[src/design/touch_sense_pkg.sv]
// Constants, register map and state record of the touch sensing controller.
// Assumes a single 100 MHz bus clock; registers reached over AXI4-Lite.
// Summary of operation
// [RULE1] Each group has four pins; one sample pin, any number of channel pins.
// [RULE2] Software never selects one pin as both sample and channel.
// [RULE3] Controller drives input, high or low; the running sequence sets the mode.
// [RULE4] When idle, the idle pin-mode bit sets channel, sample and free pins.
// [RULE5] While running, channel and sample switches follow the sequence step.
// [RULE6] While idle, every switch follows its bit in the switch control register.
// [RULE7] While idle, switches stay controlled even for pins not handed over.
// [RULE8] Software may run its own sequence through switch bits and GPIO modes.
// [RULE9] While enabled, controller pin setup overrides GPIO and other peripherals.
// [RULE10] A cleared hysteresis bit turns that pin's Schmitt hysteresis off.
// [RULE11] Software configures all registers first, then sets the enable bit.
// [RULE12] The module enable bit turns the controller on.
// [RULE13] Trigger-mode 0 starts on start bit; 1 starts on trigger pin edge.
// [RULE14] All enabled groups at threshold stops and sets completion flag; W1C.
// [RULE15] Cycle count at maximum stops and sets max-cycle error flag; W1C.
// [RULE16] After a stop flag, software reads each group's cycle count.
// [RULE17] Charge state lasts field+1 transfer-clock periods, 1 to 16.
// [RULE18] Transfer state lasts field+1 transfer-clock periods, 1 to 16.
// [RULE19] Extend charge maximum is field+1 extend-clock periods, 1 to 128.
// [RULE20] Idle pin-mode 0 drives pins low when idle; 1 leaves them floating.
// [RULE21] Hardware clears start bit at stop; software clearing it aborts.
// [RULE22] Max cycle field selects 255 up to 16383; encoding 111 reserved.
// [RULE23] Edge select 0 means falling edge, 1 means rising edge.
// [RULE24] Interrupt request when a stop flag and its enable bit are both set.
package touch_sense_pkg;

  localparam int NUM_GROUPS = 6;
  localparam int NUM_PINS = NUM_GROUPS * 4;
  localparam int CNT_W = 14;

  // --------
  // Register byte offsets
  // --------
  localparam logic [7:0] OFS_CTL0 = 8'h00;
  localparam logic [7:0] OFS_CTL1 = 8'h04;
  localparam logic [7:0] OFS_INTEN = 8'h08;
  localparam logic [7:0] OFS_FLAG_CLR = 8'h0C;
  localparam logic [7:0] OFS_FLAG = 8'h10;
  localparam logic [7:0] OFS_SWITCH = 8'h14;
  localparam logic [7:0] OFS_HYST = 8'h18;
  localparam logic [7:0] OFS_CHAN = 8'h1C;
  localparam logic [7:0] OFS_SAMP = 8'h20;
  localparam logic [7:0] OFS_GROUP_EN = 8'h24;
  localparam logic [7:0] OFS_GCNT0 = 8'h30;

  // --------
  // Field positions and reset values
  // --------
  localparam int B_CHARGE_LSB = 28;
  localparam int B_XFER_LSB = 24;
  localparam int B_EXTMAX_LSB = 17;
  localparam int B_EXT_EN = 16;
  localparam int B_EXTDIV0 = 15;
  localparam int B_XDIV_LSB = 12;
  localparam int B_MAXCYC_LSB = 5;
  localparam int B_IDLE_PINMODE = 4;
  localparam int B_EDGE_SEL = 3;
  localparam int B_TRIG_MODE = 2;
  localparam int B_START = 1;
  localparam int B_ENABLE = 0;
  localparam int B_CTL1_XDIV3 = 24;
  localparam int B_CTL1_EXTDIV_LSB = 25;
  localparam int B_DONE = 0;
  localparam int B_MAXERR = 1;
  localparam logic [31:0] CTL0_RESET = 32'h0000_0000;
  localparam logic [31:0] CTL0_WMASK = 32'hFFFF_F0FF;
  localparam logic [31:0] CTL1_WMASK = 32'h0F00_0000;
  localparam logic [31:0] HYST_RESET = 32'h00FF_FFFF;
  localparam logic [1:0] BUF_CYCLES = 2'h2;
  localparam logic [15:0] MAXCYC_BASE = 16'h0100;
  localparam logic [1:0] RESP_OKAY = 2'b00;
  localparam logic [1:0] RESP_SLVERR = 2'b10;

  typedef enum logic [2:0] {
    ST_IDLE, ST_BUF1, ST_CHARGE, ST_EXTEND, ST_BUF2, ST_XFER, ST_BUF3, ST_COMPARE
  } seq_state_t;

  // Whole state of the controller as one record
  typedef struct packed {
    logic aw_have;
    logic [7:0] aw_addr;
    logic w_have;
    logic [31:0] w_data;
    logic [3:0] w_strb;
    logic b_valid;
    logic [1:0] b_resp;
    logic r_valid;
    logic [1:0] r_resp;
    logic [31:0] r_data;
    logic [31:0] ctl0;
    logic [31:0] ctl1;
    logic [1:0] inten;
    logic [1:0] flags;
    logic [NUM_PINS-1:0] sw_bits;
    logic [NUM_PINS-1:0] hyst;
    logic [NUM_PINS-1:0] chan;
    logic [NUM_PINS-1:0] samp;
    logic [NUM_GROUPS-1:0] grp_en;
    seq_state_t st;
    logic [7:0] tmr;
    logic [14:0] xdiv_cnt;
    logic [2:0] ediv_cnt;
    logic [7:0] ext_len;
    logic ext_up;
    logic [CNT_W-1:0] cycles;
    logic [NUM_GROUPS-1:0] reached;
    logic [NUM_GROUPS-1:0][CNT_W-1:0] gcnt;
    logic trig_q;
  } ctrl_state_t;

endpackage

[src/design/touch_sense_pin_switch_ctrl.sv]
// Touch sensing controller: register file, charge-transfer sequencer and pad control.
// Assumes pad inputs and comparator results are synchronous to CLOCK.
//
// Register access over AXI4-Lite was left to the implementer.
`timescale 1ns/1ps
`default_nettype none
module touch_sense_pin_switch_ctrl
  import touch_sense_pkg::*;
(
  input wire logic CLOCK, // Bus and sequencer clock
  input wire logic RST, // Asynchronous reset, high
  input wire logic S_AXI_AWVALID, // Write address valid
  output logic S_AXI_AWREADY, // Write address ready
  input wire logic [7:0] S_AXI_AWADDR, // Write byte address
  input wire logic S_AXI_WVALID, // Write data valid
  output logic S_AXI_WREADY, // Write data ready
  input wire logic [31:0] S_AXI_WDATA, // Write data
  input wire logic [3:0] S_AXI_WSTRB, // Byte enables
  output logic S_AXI_BVALID, // Write response valid
  input wire logic S_AXI_BREADY, // Write response ready
  output logic [1:0] S_AXI_BRESP, // Write response
  input wire logic S_AXI_ARVALID, // Read address valid
  output logic S_AXI_ARREADY, // Read address ready
  input wire logic [7:0] S_AXI_ARADDR, // Read byte address
  output logic S_AXI_RVALID, // Read data valid
  input wire logic S_AXI_RREADY, // Read data ready
  output logic [31:0] S_AXI_RDATA, // Read data
  output logic [1:0] S_AXI_RRESP, // Read response
  input wire logic [NUM_PINS-1:0] PIN_ASSIGNED, // GPIO hands pin to controller
  input wire logic [NUM_GROUPS-1:0] SAMPLE_AT_THRESHOLD, // Sample comparator per group
  input wire logic TRIGGER_IN, // External trigger pin level
  output logic [NUM_PINS-1:0] PIN_OVERRIDE, // Controller owns the pad
  output logic [NUM_PINS-1:0] PIN_OUT, // Pad output level
  output logic [NUM_PINS-1:0] PIN_OE_N, // Pad output enable, low drives
  output logic [NUM_PINS-1:0] SWITCH_CLOSE, // Analog switch closed
  output logic [NUM_PINS-1:0] HYST_ENABLE, // Schmitt hysteresis on
  output logic IRQ // Interrupt request
);

  ctrl_state_t s_reg;
  ctrl_state_t s_next;
  logic enabled;
  logic running;
  logic [NUM_PINS-1:0] samp_eff;
  logic [NUM_PINS-1:0] chan_eff;
  logic [NUM_PINS-1:0] used;

  // --------
  // Helpers
  // --------
  // Byte-lane merge of a write into a register
  function automatic logic [31:0] merge(input logic [31:0] old, input logic [31:0] d,
                                        input logic [3:0] be, input logic [31:0] wm);
    logic [31:0] m;
    m = {{8{be[3]}}, {8{be[2]}}, {8{be[1]}}, {8{be[0]}}} & wm;
    return (old & ~m) | (d & m);
  endfunction

  // Lowest set bit of a group's four-bit sample field
  function automatic logic [3:0] first_bit(input logic [3:0] v);
    return v & (~v + 4'h1);
  endfunction

  // --------
  // Pin roles
  // --------
  // One sample pin per group; a sample pin is never also a channel
  always_comb
  begin
    for (int g = 0; g < NUM_GROUPS; g++)
    begin
      samp_eff[g*4 +: 4] = first_bit(s_reg.samp[g*4 +: 4]); // RULE1
    end
    chan_eff = s_reg.chan & ~samp_eff; // RULE1
    used = chan_eff | samp_eff;
  end

  assign enabled = s_reg.ctl0[B_ENABLE]; // RULE12
  assign running = (s_reg.st != ST_IDLE);

  // --------
  // Next-state logic
  // --------
  always_comb
  begin
    logic [3:0] xsel;
    logic [2:0] esel;
    logic [14:0] xlim;
    logic xtick;
    logic etick;
    logic trig_edge;
    logic [CNT_W-1:0] maxc;
    logic [NUM_GROUPS-1:0] now_reached;
    logic [1:0] hw_set;
    logic [7:0] ext_max;
    logic [3:0] charge_len;
    logic [3:0] xfer_len;
    logic wr_fire;
    s_next = s_reg;
    hw_set = 2'b00;
    xsel = {s_reg.ctl1[B_CTL1_XDIV3], s_reg.ctl0[B_XDIV_LSB +: 3]};
    esel = {s_reg.ctl1[B_CTL1_EXTDIV_LSB +: 2], s_reg.ctl0[B_EXTDIV0]};
    charge_len = s_reg.ctl0[B_CHARGE_LSB +: 4];
    xfer_len = s_reg.ctl0[B_XFER_LSB +: 4];
    ext_max = {1'b0, s_reg.ctl0[B_EXTMAX_LSB +: 7]} + 8'h01; // RULE19
    // Transfer clock divides by 2^sel, extend clock by sel+1
    xlim = 15'((16'h0001 << xsel) - 16'h0001);
    xtick = (s_reg.xdiv_cnt >= xlim);
    etick = (s_reg.ediv_cnt >= esel);
    s_next.xdiv_cnt = xtick ? 15'h0000 : s_reg.xdiv_cnt + 15'h0001;
    s_next.ediv_cnt = etick ? 3'h0 : s_reg.ediv_cnt + 3'h1;
    // Cycle limit per max cycle field; reserved code takes the largest
    if (s_reg.ctl0[B_MAXCYC_LSB +: 3] == 3'h7)
    begin
      maxc = '1; // RULE22
    end
    else
    begin
      maxc = CNT_W'((MAXCYC_BASE << s_reg.ctl0[B_MAXCYC_LSB +: 3]) - 16'h0001); // RULE22
    end
    // Trigger edge per edge select bit
    s_next.trig_q = TRIGGER_IN;
    trig_edge = s_reg.ctl0[B_EDGE_SEL] ? (TRIGGER_IN & ~s_reg.trig_q)
                                       : (~TRIGGER_IN & s_reg.trig_q); // RULE23
    now_reached = s_reg.reached | (SAMPLE_AT_THRESHOLD & s_reg.grp_en);

    // Sequencer
    unique case (s_reg.st)
      ST_IDLE:
      begin
        if (enabled && (s_reg.ctl0[B_TRIG_MODE] ? trig_edge : s_reg.ctl0[B_START])) // RULE13
        begin
          s_next.ctl0[B_START] = 1'b1;
          s_next.st = ST_BUF1;
          s_next.tmr = 8'h00;
          s_next.cycles = '0;
          s_next.reached = '0;
          s_next.gcnt = '0;
          s_next.ext_len = 8'h00;
          s_next.ext_up = 1'b1;
        end
      end
      ST_BUF1, ST_BUF2, ST_BUF3:
      begin
        s_next.tmr = s_reg.tmr + 8'h01;
        if (s_reg.tmr == 8'(BUF_CYCLES - 2'h1))
        begin
          s_next.tmr = 8'h00;
          unique case (s_reg.st)
            ST_BUF1: s_next.st = ST_CHARGE;
            ST_BUF2: s_next.st = ST_XFER;
            default: s_next.st = ST_COMPARE;
          endcase
        end
      end
      ST_CHARGE, ST_XFER:
      begin
        if (xtick)
        begin
          s_next.tmr = s_reg.tmr + 8'h01;
          if (s_reg.tmr[3:0] == ((s_reg.st == ST_CHARGE) ? charge_len : xfer_len)) // RULE17 RULE18
          begin
            s_next.tmr = 8'h00;
            if (s_reg.st == ST_XFER)
            begin
              s_next.st = ST_BUF3;
            end
            else if (s_reg.ctl0[B_EXT_EN] && s_reg.ext_len != 8'h00)
            begin
              s_next.st = ST_EXTEND;
            end
            else
            begin
              s_next.st = ST_BUF2;
            end
          end
        end
      end
      ST_EXTEND:
      begin
        if (etick)
        begin
          s_next.tmr = s_reg.tmr + 8'h01;
          if (s_next.tmr == s_reg.ext_len)
          begin
            s_next.tmr = 8'h00;
            s_next.st = ST_BUF2;
          end
        end
      end
      ST_COMPARE:
      begin
        // Count a cycle for every enabled group still below threshold
        for (int g = 0; g < NUM_GROUPS; g++)
        begin
          if (s_reg.grp_en[g] && !s_reg.reached[g])
          begin
            s_next.gcnt[g] = s_reg.gcnt[g] + CNT_W'(1);
          end
        end
        s_next.reached = now_reached;
        s_next.cycles = s_reg.cycles + CNT_W'(1);
        // Extend length walks a triangle between 0 and its maximum
        if (s_reg.ext_up && s_reg.ext_len >= ext_max)
        begin
          s_next.ext_up = 1'b0;
          s_next.ext_len = s_reg.ext_len - 8'h01;
        end
        else if (!s_reg.ext_up && s_reg.ext_len == 8'h00)
        begin
          s_next.ext_up = 1'b1;
          s_next.ext_len = 8'h01;
        end
        else
        begin
          s_next.ext_len = s_reg.ext_up ? s_reg.ext_len + 8'h01 : s_reg.ext_len - 8'h01;
        end
        s_next.st = ST_BUF1;
        if (now_reached == s_reg.grp_en)
        begin
          hw_set[B_DONE] = 1'b1; // RULE14
        end
        else if (s_next.cycles == maxc)
        begin
          hw_set[B_MAXERR] = 1'b1; // RULE15
        end
        if (hw_set != 2'b00)
        begin
          s_next.st = ST_IDLE;
          s_next.ctl0[B_START] = 1'b0; // RULE21
        end
      end
    endcase

    // Software abort by clearing start, or disable, ends the run without a flag
    if (running && (!s_reg.ctl0[B_START] || !enabled))
    begin
      s_next.st = ST_IDLE; // RULE21
      s_next.tmr = 8'h00;
    end

    // Write channel: address and data taken in either order
    if (S_AXI_AWVALID && !s_reg.aw_have)
    begin
      s_next.aw_have = 1'b1;
      s_next.aw_addr = S_AXI_AWADDR;
    end
    if (S_AXI_WVALID && !s_reg.w_have)
    begin
      s_next.w_have = 1'b1;
      s_next.w_data = S_AXI_WDATA;
      s_next.w_strb = S_AXI_WSTRB;
    end
    if (s_reg.b_valid && S_AXI_BREADY)
    begin
      s_next.b_valid = 1'b0;
    end
    wr_fire = s_reg.aw_have && s_reg.w_have && !s_reg.b_valid;
    if (wr_fire)
    begin
      s_next.aw_have = 1'b0;
      s_next.w_have = 1'b0;
      s_next.b_valid = 1'b1;
      s_next.b_resp = RESP_OKAY;
      unique case (s_reg.aw_addr)
        OFS_CTL0: s_next.ctl0 = merge(s_next.ctl0, s_reg.w_data, s_reg.w_strb, CTL0_WMASK);
        OFS_CTL1: s_next.ctl1 = merge(s_reg.ctl1, s_reg.w_data, s_reg.w_strb, CTL1_WMASK);
        OFS_INTEN: s_next.inten = 2'(merge({30'h0, s_reg.inten}, s_reg.w_data, s_reg.w_strb,
                                           32'h0000_0003));
        OFS_FLAG_CLR: s_next.flags = s_reg.flags & ~(s_reg.w_data[1:0] & {2{s_reg.w_strb[0]}}); // RULE14 RULE15
        OFS_SWITCH: s_next.sw_bits = NUM_PINS'(merge(32'(s_reg.sw_bits), s_reg.w_data,
                                                     s_reg.w_strb, 32'h00FF_FFFF));
        OFS_HYST: s_next.hyst = NUM_PINS'(merge(32'(s_reg.hyst), s_reg.w_data, s_reg.w_strb,
                                                32'h00FF_FFFF));
        OFS_CHAN: s_next.chan = NUM_PINS'(merge(32'(s_reg.chan), s_reg.w_data, s_reg.w_strb,
                                                32'h00FF_FFFF));
        OFS_SAMP: s_next.samp = NUM_PINS'(merge(32'(s_reg.samp), s_reg.w_data, s_reg.w_strb,
                                                32'h00FF_FFFF));
        OFS_GROUP_EN: s_next.grp_en = NUM_GROUPS'(merge(32'(s_reg.grp_en), s_reg.w_data,
                                                        s_reg.w_strb, 32'h0000_003F));
        OFS_FLAG: s_next.b_resp = RESP_OKAY;
        default:
        begin
          if (!(s_reg.aw_addr >= OFS_GCNT0 && s_reg.aw_addr < OFS_GCNT0 + 8'(4 * NUM_GROUPS)))
          begin
            s_next.b_resp = RESP_SLVERR;
          end
        end
      endcase
    end
    // Hardware set wins over a clear in the same cycle
    s_next.flags = s_next.flags | hw_set; // RULE14 RULE15

    // Read channel: one read in flight, data registered
    if (s_reg.r_valid && S_AXI_RREADY)
    begin
      s_next.r_valid = 1'b0;
    end
    if (S_AXI_ARVALID && !s_reg.r_valid)
    begin
      s_next.r_valid = 1'b1;
      s_next.r_resp = RESP_OKAY;
      s_next.r_data = 32'h0000_0000;
      unique case (S_AXI_ARADDR)
        OFS_CTL0: s_next.r_data = s_reg.ctl0;
        OFS_CTL1: s_next.r_data = s_reg.ctl1;
        OFS_INTEN: s_next.r_data = {30'h0, s_reg.inten};
        OFS_FLAG_CLR: s_next.r_data = 32'h0000_0000;
        OFS_FLAG: s_next.r_data = {30'h0, s_reg.flags};
        OFS_SWITCH: s_next.r_data = 32'(s_reg.sw_bits);
        OFS_HYST: s_next.r_data = 32'(s_reg.hyst);
        OFS_CHAN: s_next.r_data = 32'(s_reg.chan);
        OFS_SAMP: s_next.r_data = 32'(s_reg.samp);
        OFS_GROUP_EN: s_next.r_data = 32'(s_reg.grp_en);
        default:
        begin
          s_next.r_resp = RESP_SLVERR;
          for (int g = 0; g < NUM_GROUPS; g++)
          begin
            if (S_AXI_ARADDR == OFS_GCNT0 + 8'(4 * g))
            begin
              s_next.r_data = 32'(s_reg.gcnt[g]); // RULE16
              s_next.r_resp = RESP_OKAY;
            end
          end
        end
      endcase
    end
  end

  // State register
  always_ff @(posedge CLOCK or posedge RST)
  begin
    if (RST)
    begin
      s_reg <= '0;
      s_reg.ctl0 <= CTL0_RESET;
      s_reg.hyst <= HYST_RESET[NUM_PINS-1:0];
      s_reg.st <= ST_IDLE;
    end
    else
    begin
      s_reg <= s_next;
    end
  end

  // --------
  // Pads, switches and bus outputs
  // --------
  // Charge and extend drive channel pins high; other steps float them
  always_comb
  begin
    for (int p = 0; p < NUM_PINS; p++)
    begin
      PIN_OVERRIDE[p] = enabled && PIN_ASSIGNED[p]; // RULE9
      PIN_OUT[p] = 1'b0;
      PIN_OE_N[p] = 1'b1;
      if (running && used[p])
      begin
        if (chan_eff[p] && (s_reg.st == ST_CHARGE || s_reg.st == ST_EXTEND))
        begin
          PIN_OUT[p] = 1'b1; // RULE3
          PIN_OE_N[p] = 1'b0; // RULE3
        end
      end
      else
      begin
        PIN_OE_N[p] = s_reg.ctl0[B_IDLE_PINMODE]; // RULE4 RULE20
      end
      if (running && used[p])
      begin
        SWITCH_CLOSE[p] = (s_reg.st == ST_XFER); // RULE5
      end
      else
      begin
        SWITCH_CLOSE[p] = s_reg.sw_bits[p]; // RULE6 RULE7
      end
      HYST_ENABLE[p] = s_reg.hyst[p]; // RULE10
    end
  end

  assign IRQ = |(s_reg.flags & s_reg.inten); // RULE24
  assign S_AXI_AWREADY = !s_reg.aw_have;
  assign S_AXI_WREADY = !s_reg.w_have;
  assign S_AXI_BVALID = s_reg.b_valid;
  assign S_AXI_BRESP = s_reg.b_resp;
  assign S_AXI_ARREADY = !s_reg.r_valid;
  assign S_AXI_RVALID = s_reg.r_valid;
  assign S_AXI_RDATA = s_reg.r_data;
  assign S_AXI_RRESP = s_reg.r_resp;

endmodule // touch_sense_pin_switch_ctrl
`default_nettype wire

[config.mk]
export PLATFORM = sky130hd
export DESIGN_NAME = touch_sense_pin_switch_ctrl
export DESIGN_NICKNAME = d
export VERILOG_FILES = /design/src/design/touch_sense_pkg.sv /design/src/design/touch_sense_pin_switch_ctrl.sv
export SDC_FILE = /design/constraint.sdc
export NUM_CORES = 1
export LEC_CHECK = 0
export ABC_AREA = 0
export BUFFER_PORTS_ARGS = -buffer_cell sky130_fd_sc_hd__buf_2
export CAP_MARGIN = 0
export CORE_AREA = 2 2 251 203
export CTS_CLUSTER_DIAMETER = 50
export DETAILED_ROUTE_END_ITERATION = 6
export DIE_AREA = 0 0 253 205
export GPL_TIMING_DRIVEN = 1
export PLACE_DENSITY_LB_ADDON = 0.2
export SYNTH_ARGS = -nofsm -noshare
export SYNTH_HDL_FRONTEND = slang
export SYNTH_SLANG_ARGS = --single-unit
[constraint.sdc]
create_clock -name CLOCK -period 30 [get_ports CLOCK]
set_clock_uncertainty 0.1 [all_clocks]
set_input_delay 1.5 -clock CLOCK [delete_from_list [all_inputs] [get_ports CLOCK]]
set_output_delay 1.5 -clock CLOCK [all_outputs]
set_load 0.02 [all_outputs]
==> metrics <==
Clock Latency Late Sink just under 600 ps; final RePlAce weighted congestion 0.891; crit path launch type flop; Tot GR Track Use between 20% and 30%; Worst IR Drop VDD 47.6 µV; CTS Buf Count 46; Final min period 4840 ps; grt ovf 0; dpl cells between 2000 and 3000; WL met2 27.1 mm; Clock Tree Root clkbuf_16; Area after DPL 21400 µm²; Primary FF master, synth dfrtp_1; Longest Clk Path Bufs 3; worst slew pin tran roughly 1100 ps; sequential area share after synthesis 45.5%; WL met1 just under 30 mm; initial antenna violation count 3; H-tree depth 2; post-route insts no fill 2901; max_cap viols 0; RSZ-0062 raised after global routing false; status finished with violations; drt wl/cell 22.2 µm; Core ar. roughly 49000 µm²; Area Overhead vs Synth 14.6%; Pleak between 10 and 15 nW; Post-synth EDFFs 0; synth warn 0; Final Cycle Share approximately 16%; chip height between 200 and 250 µm; CP max stage delay 790 ps; fin area between 20000 and 25000 µm²; DRT Pass-1 Iters 7; normalized max-slew margin 22.9%; Netlist cell types slightly above 80; Max Freq between 0.2 and 0.25 GHz; io pins 252; # clock sinks 363; met3 wire length 5.74 mm; largest net degree at the start of global routing approximately 100; postcts setup bufs 0; share of cells above drive strength 1 about a quarter; Synth Instances slightly above 2000; crit path cell chain or2_2 > or3_1 > ha_1 > or2_2 > o21ai_0 > a32oi_1 > ha_1 > a2111oi_0 > o31ai_1 > a2111o_1 > o311ai_2 > o21ai_0 > o31ai_1; hold_buf cts 0; Detailed Place HPWL between 40 and 50 mm; endpoints failing setup 0; setup total negative slack 0 ps; failing checks DRC; DRC Markers 1; Seq cells post-synth between 300 and 400; vias ~17000; Finished Core Util between 40% and 50%; Slowest cell on crit path o311ai_2; Largest delay share family, worst path compound AO/OA/AOI/OAI gates; initial drt markers 1711; critical path class flop to flop; Final Max Slew Viols 0; CTS resizes 0; die width ~250 µm; Critical Path RT between 30000 and 40000 ps; nets@finish approximately 2400; TritonCTS clock tree yes; asr flop ratio synth between 90% and 100%; most common cell after layout, fill and taps aside dfrtp_1; PwrDens about 74 nW/µm²; commonest non-fill, non-tap cells in the layout dfrtp_1, buf_2, nor2_1; row count 73; via density per instance about 6; Crit path buffers/inverters 0; vias in the first global route about 16000; Mapped Avg Cell Area 9.69 µm²; Worst EP arrival ~5200 ps; Max Used Layer met5; first-pass GRT wire length 98.1 mm; post-route ant nets 0; Die ar. between 50000 and 60000 µm²; worst-path maximum fanout 18; Setup crit end kind flop; mapped cell area between 20000 and 25000 µm²; Hold Fails Final Rpt 0; Min-Delay Path Class flop to flop; Starting Density between 40 and 50%; Port Buf Inserts around 250; Clock Pin Slew Worst Setup and Hold Paths 70 ps; drt total wl between 60 and 70 mm
[kinds of logic after synthesis]
family	count (synthesis)	share of synthesized area [%]
AOI/OAI and AO/OA	438	14.1
DFF	363	45.5
adders and majority gates	44	2.75
muxes	184	10.3
other	1	0.0187
and+or+nand+nor	731	17.5
buffers and inverters	207	5.44
xor gates and xnor gates	100	4.45
[Yosys cell counts (all sizes together), types with 24 or more instances]
cell    number  share of area, %
a21oi       98               2.4
a222oi      30               1.5
a22oi       37               1.4
a31oi       24              0.75
and2        31              0.97
and3        38               1.2
buf         78               2.8
clkbuf      80               1.7
dfrtp      339                42
dfstp       24               3.1
ha          44               2.7
inv         47              0.88
mux2       177                10
nand2      183               3.5
nand3       91               2.3
nand4       25              0.78
nor2       232               4.3
nor3        28              0.72
o21ai      150               3.7
xnor2       29               1.3
xor2        70               3.1
[power by group]
part | internal (mW) | total (mW) | leakage [nW] | switching [mW]
Combinational | 0.167 | 0.415 | 5.09 | 0.248
Clock | 0.351 | 0.586 | 0.771 | 0.235
Sequential | 0.576 | 0.703 | 4.45 | 0.127
Total | 1.09 | 1.70 | 10.3 | 0.610
[path summary, 6_finish.rpt]
kind,from,to,slack [ps],depth (start not counted)
min,s_reg[114],s_reg[114],360,1
max in group asynchronous,RST,s_reg[141],25860,5
max reg2reg,flop,s_reg[136],25160,13
min reg2reg,s_reg[114],s_reg[114],360,1
min in group asynchronous,RST,s_reg[372],950,2
max,flop,s_reg[136],25160,13
[layer usage]
layer	vias to the layer above	GRT usage [%]
met5	-	1.33
met1	8439	36.7
met2	719	35.5
met4	4	8.94
li1	7718	-
met3	108	5.03
[area by class of cell]
class                           count  area [µm²]
Fill cell                        4726       26400
Timing Repair Buffer              269        1400
Tap cell                          637         797
Multi-Input combinational cell   1499        9870
Clock inverter                     22         323
Antenna cell                        1        2.50
Clock buffer                       62        1260
Sequential cell                   363        9110
Inverter                           48         188
[worst reg2reg max path: stages (launching register included)]
cell	delay, ps
dfrtp_1	500
or2_2	380
or3_1	360
ha_1	270
or2_2	320
o21ai_0	150
a32oi_1	130
ha_1	230
a2111oi_0	300
o31ai_1	140
a2111o_1	700
o311ai_2	790
o21ai_0	220
o31ai_1	110
[metrics by stage]
step           power, mW  hold WS [ps]  worst slack [ps]
3_5_place_dp        1.12           350             25020
4_1_cts             1.71           358             25170
3_3_place_gp        1.11           349             25150
5_1_grt             1.79           391             24860
6_report            1.70           356             25160
2_1_floorplan      0.993           330             18360
Power figures use the tool's default switching activity.
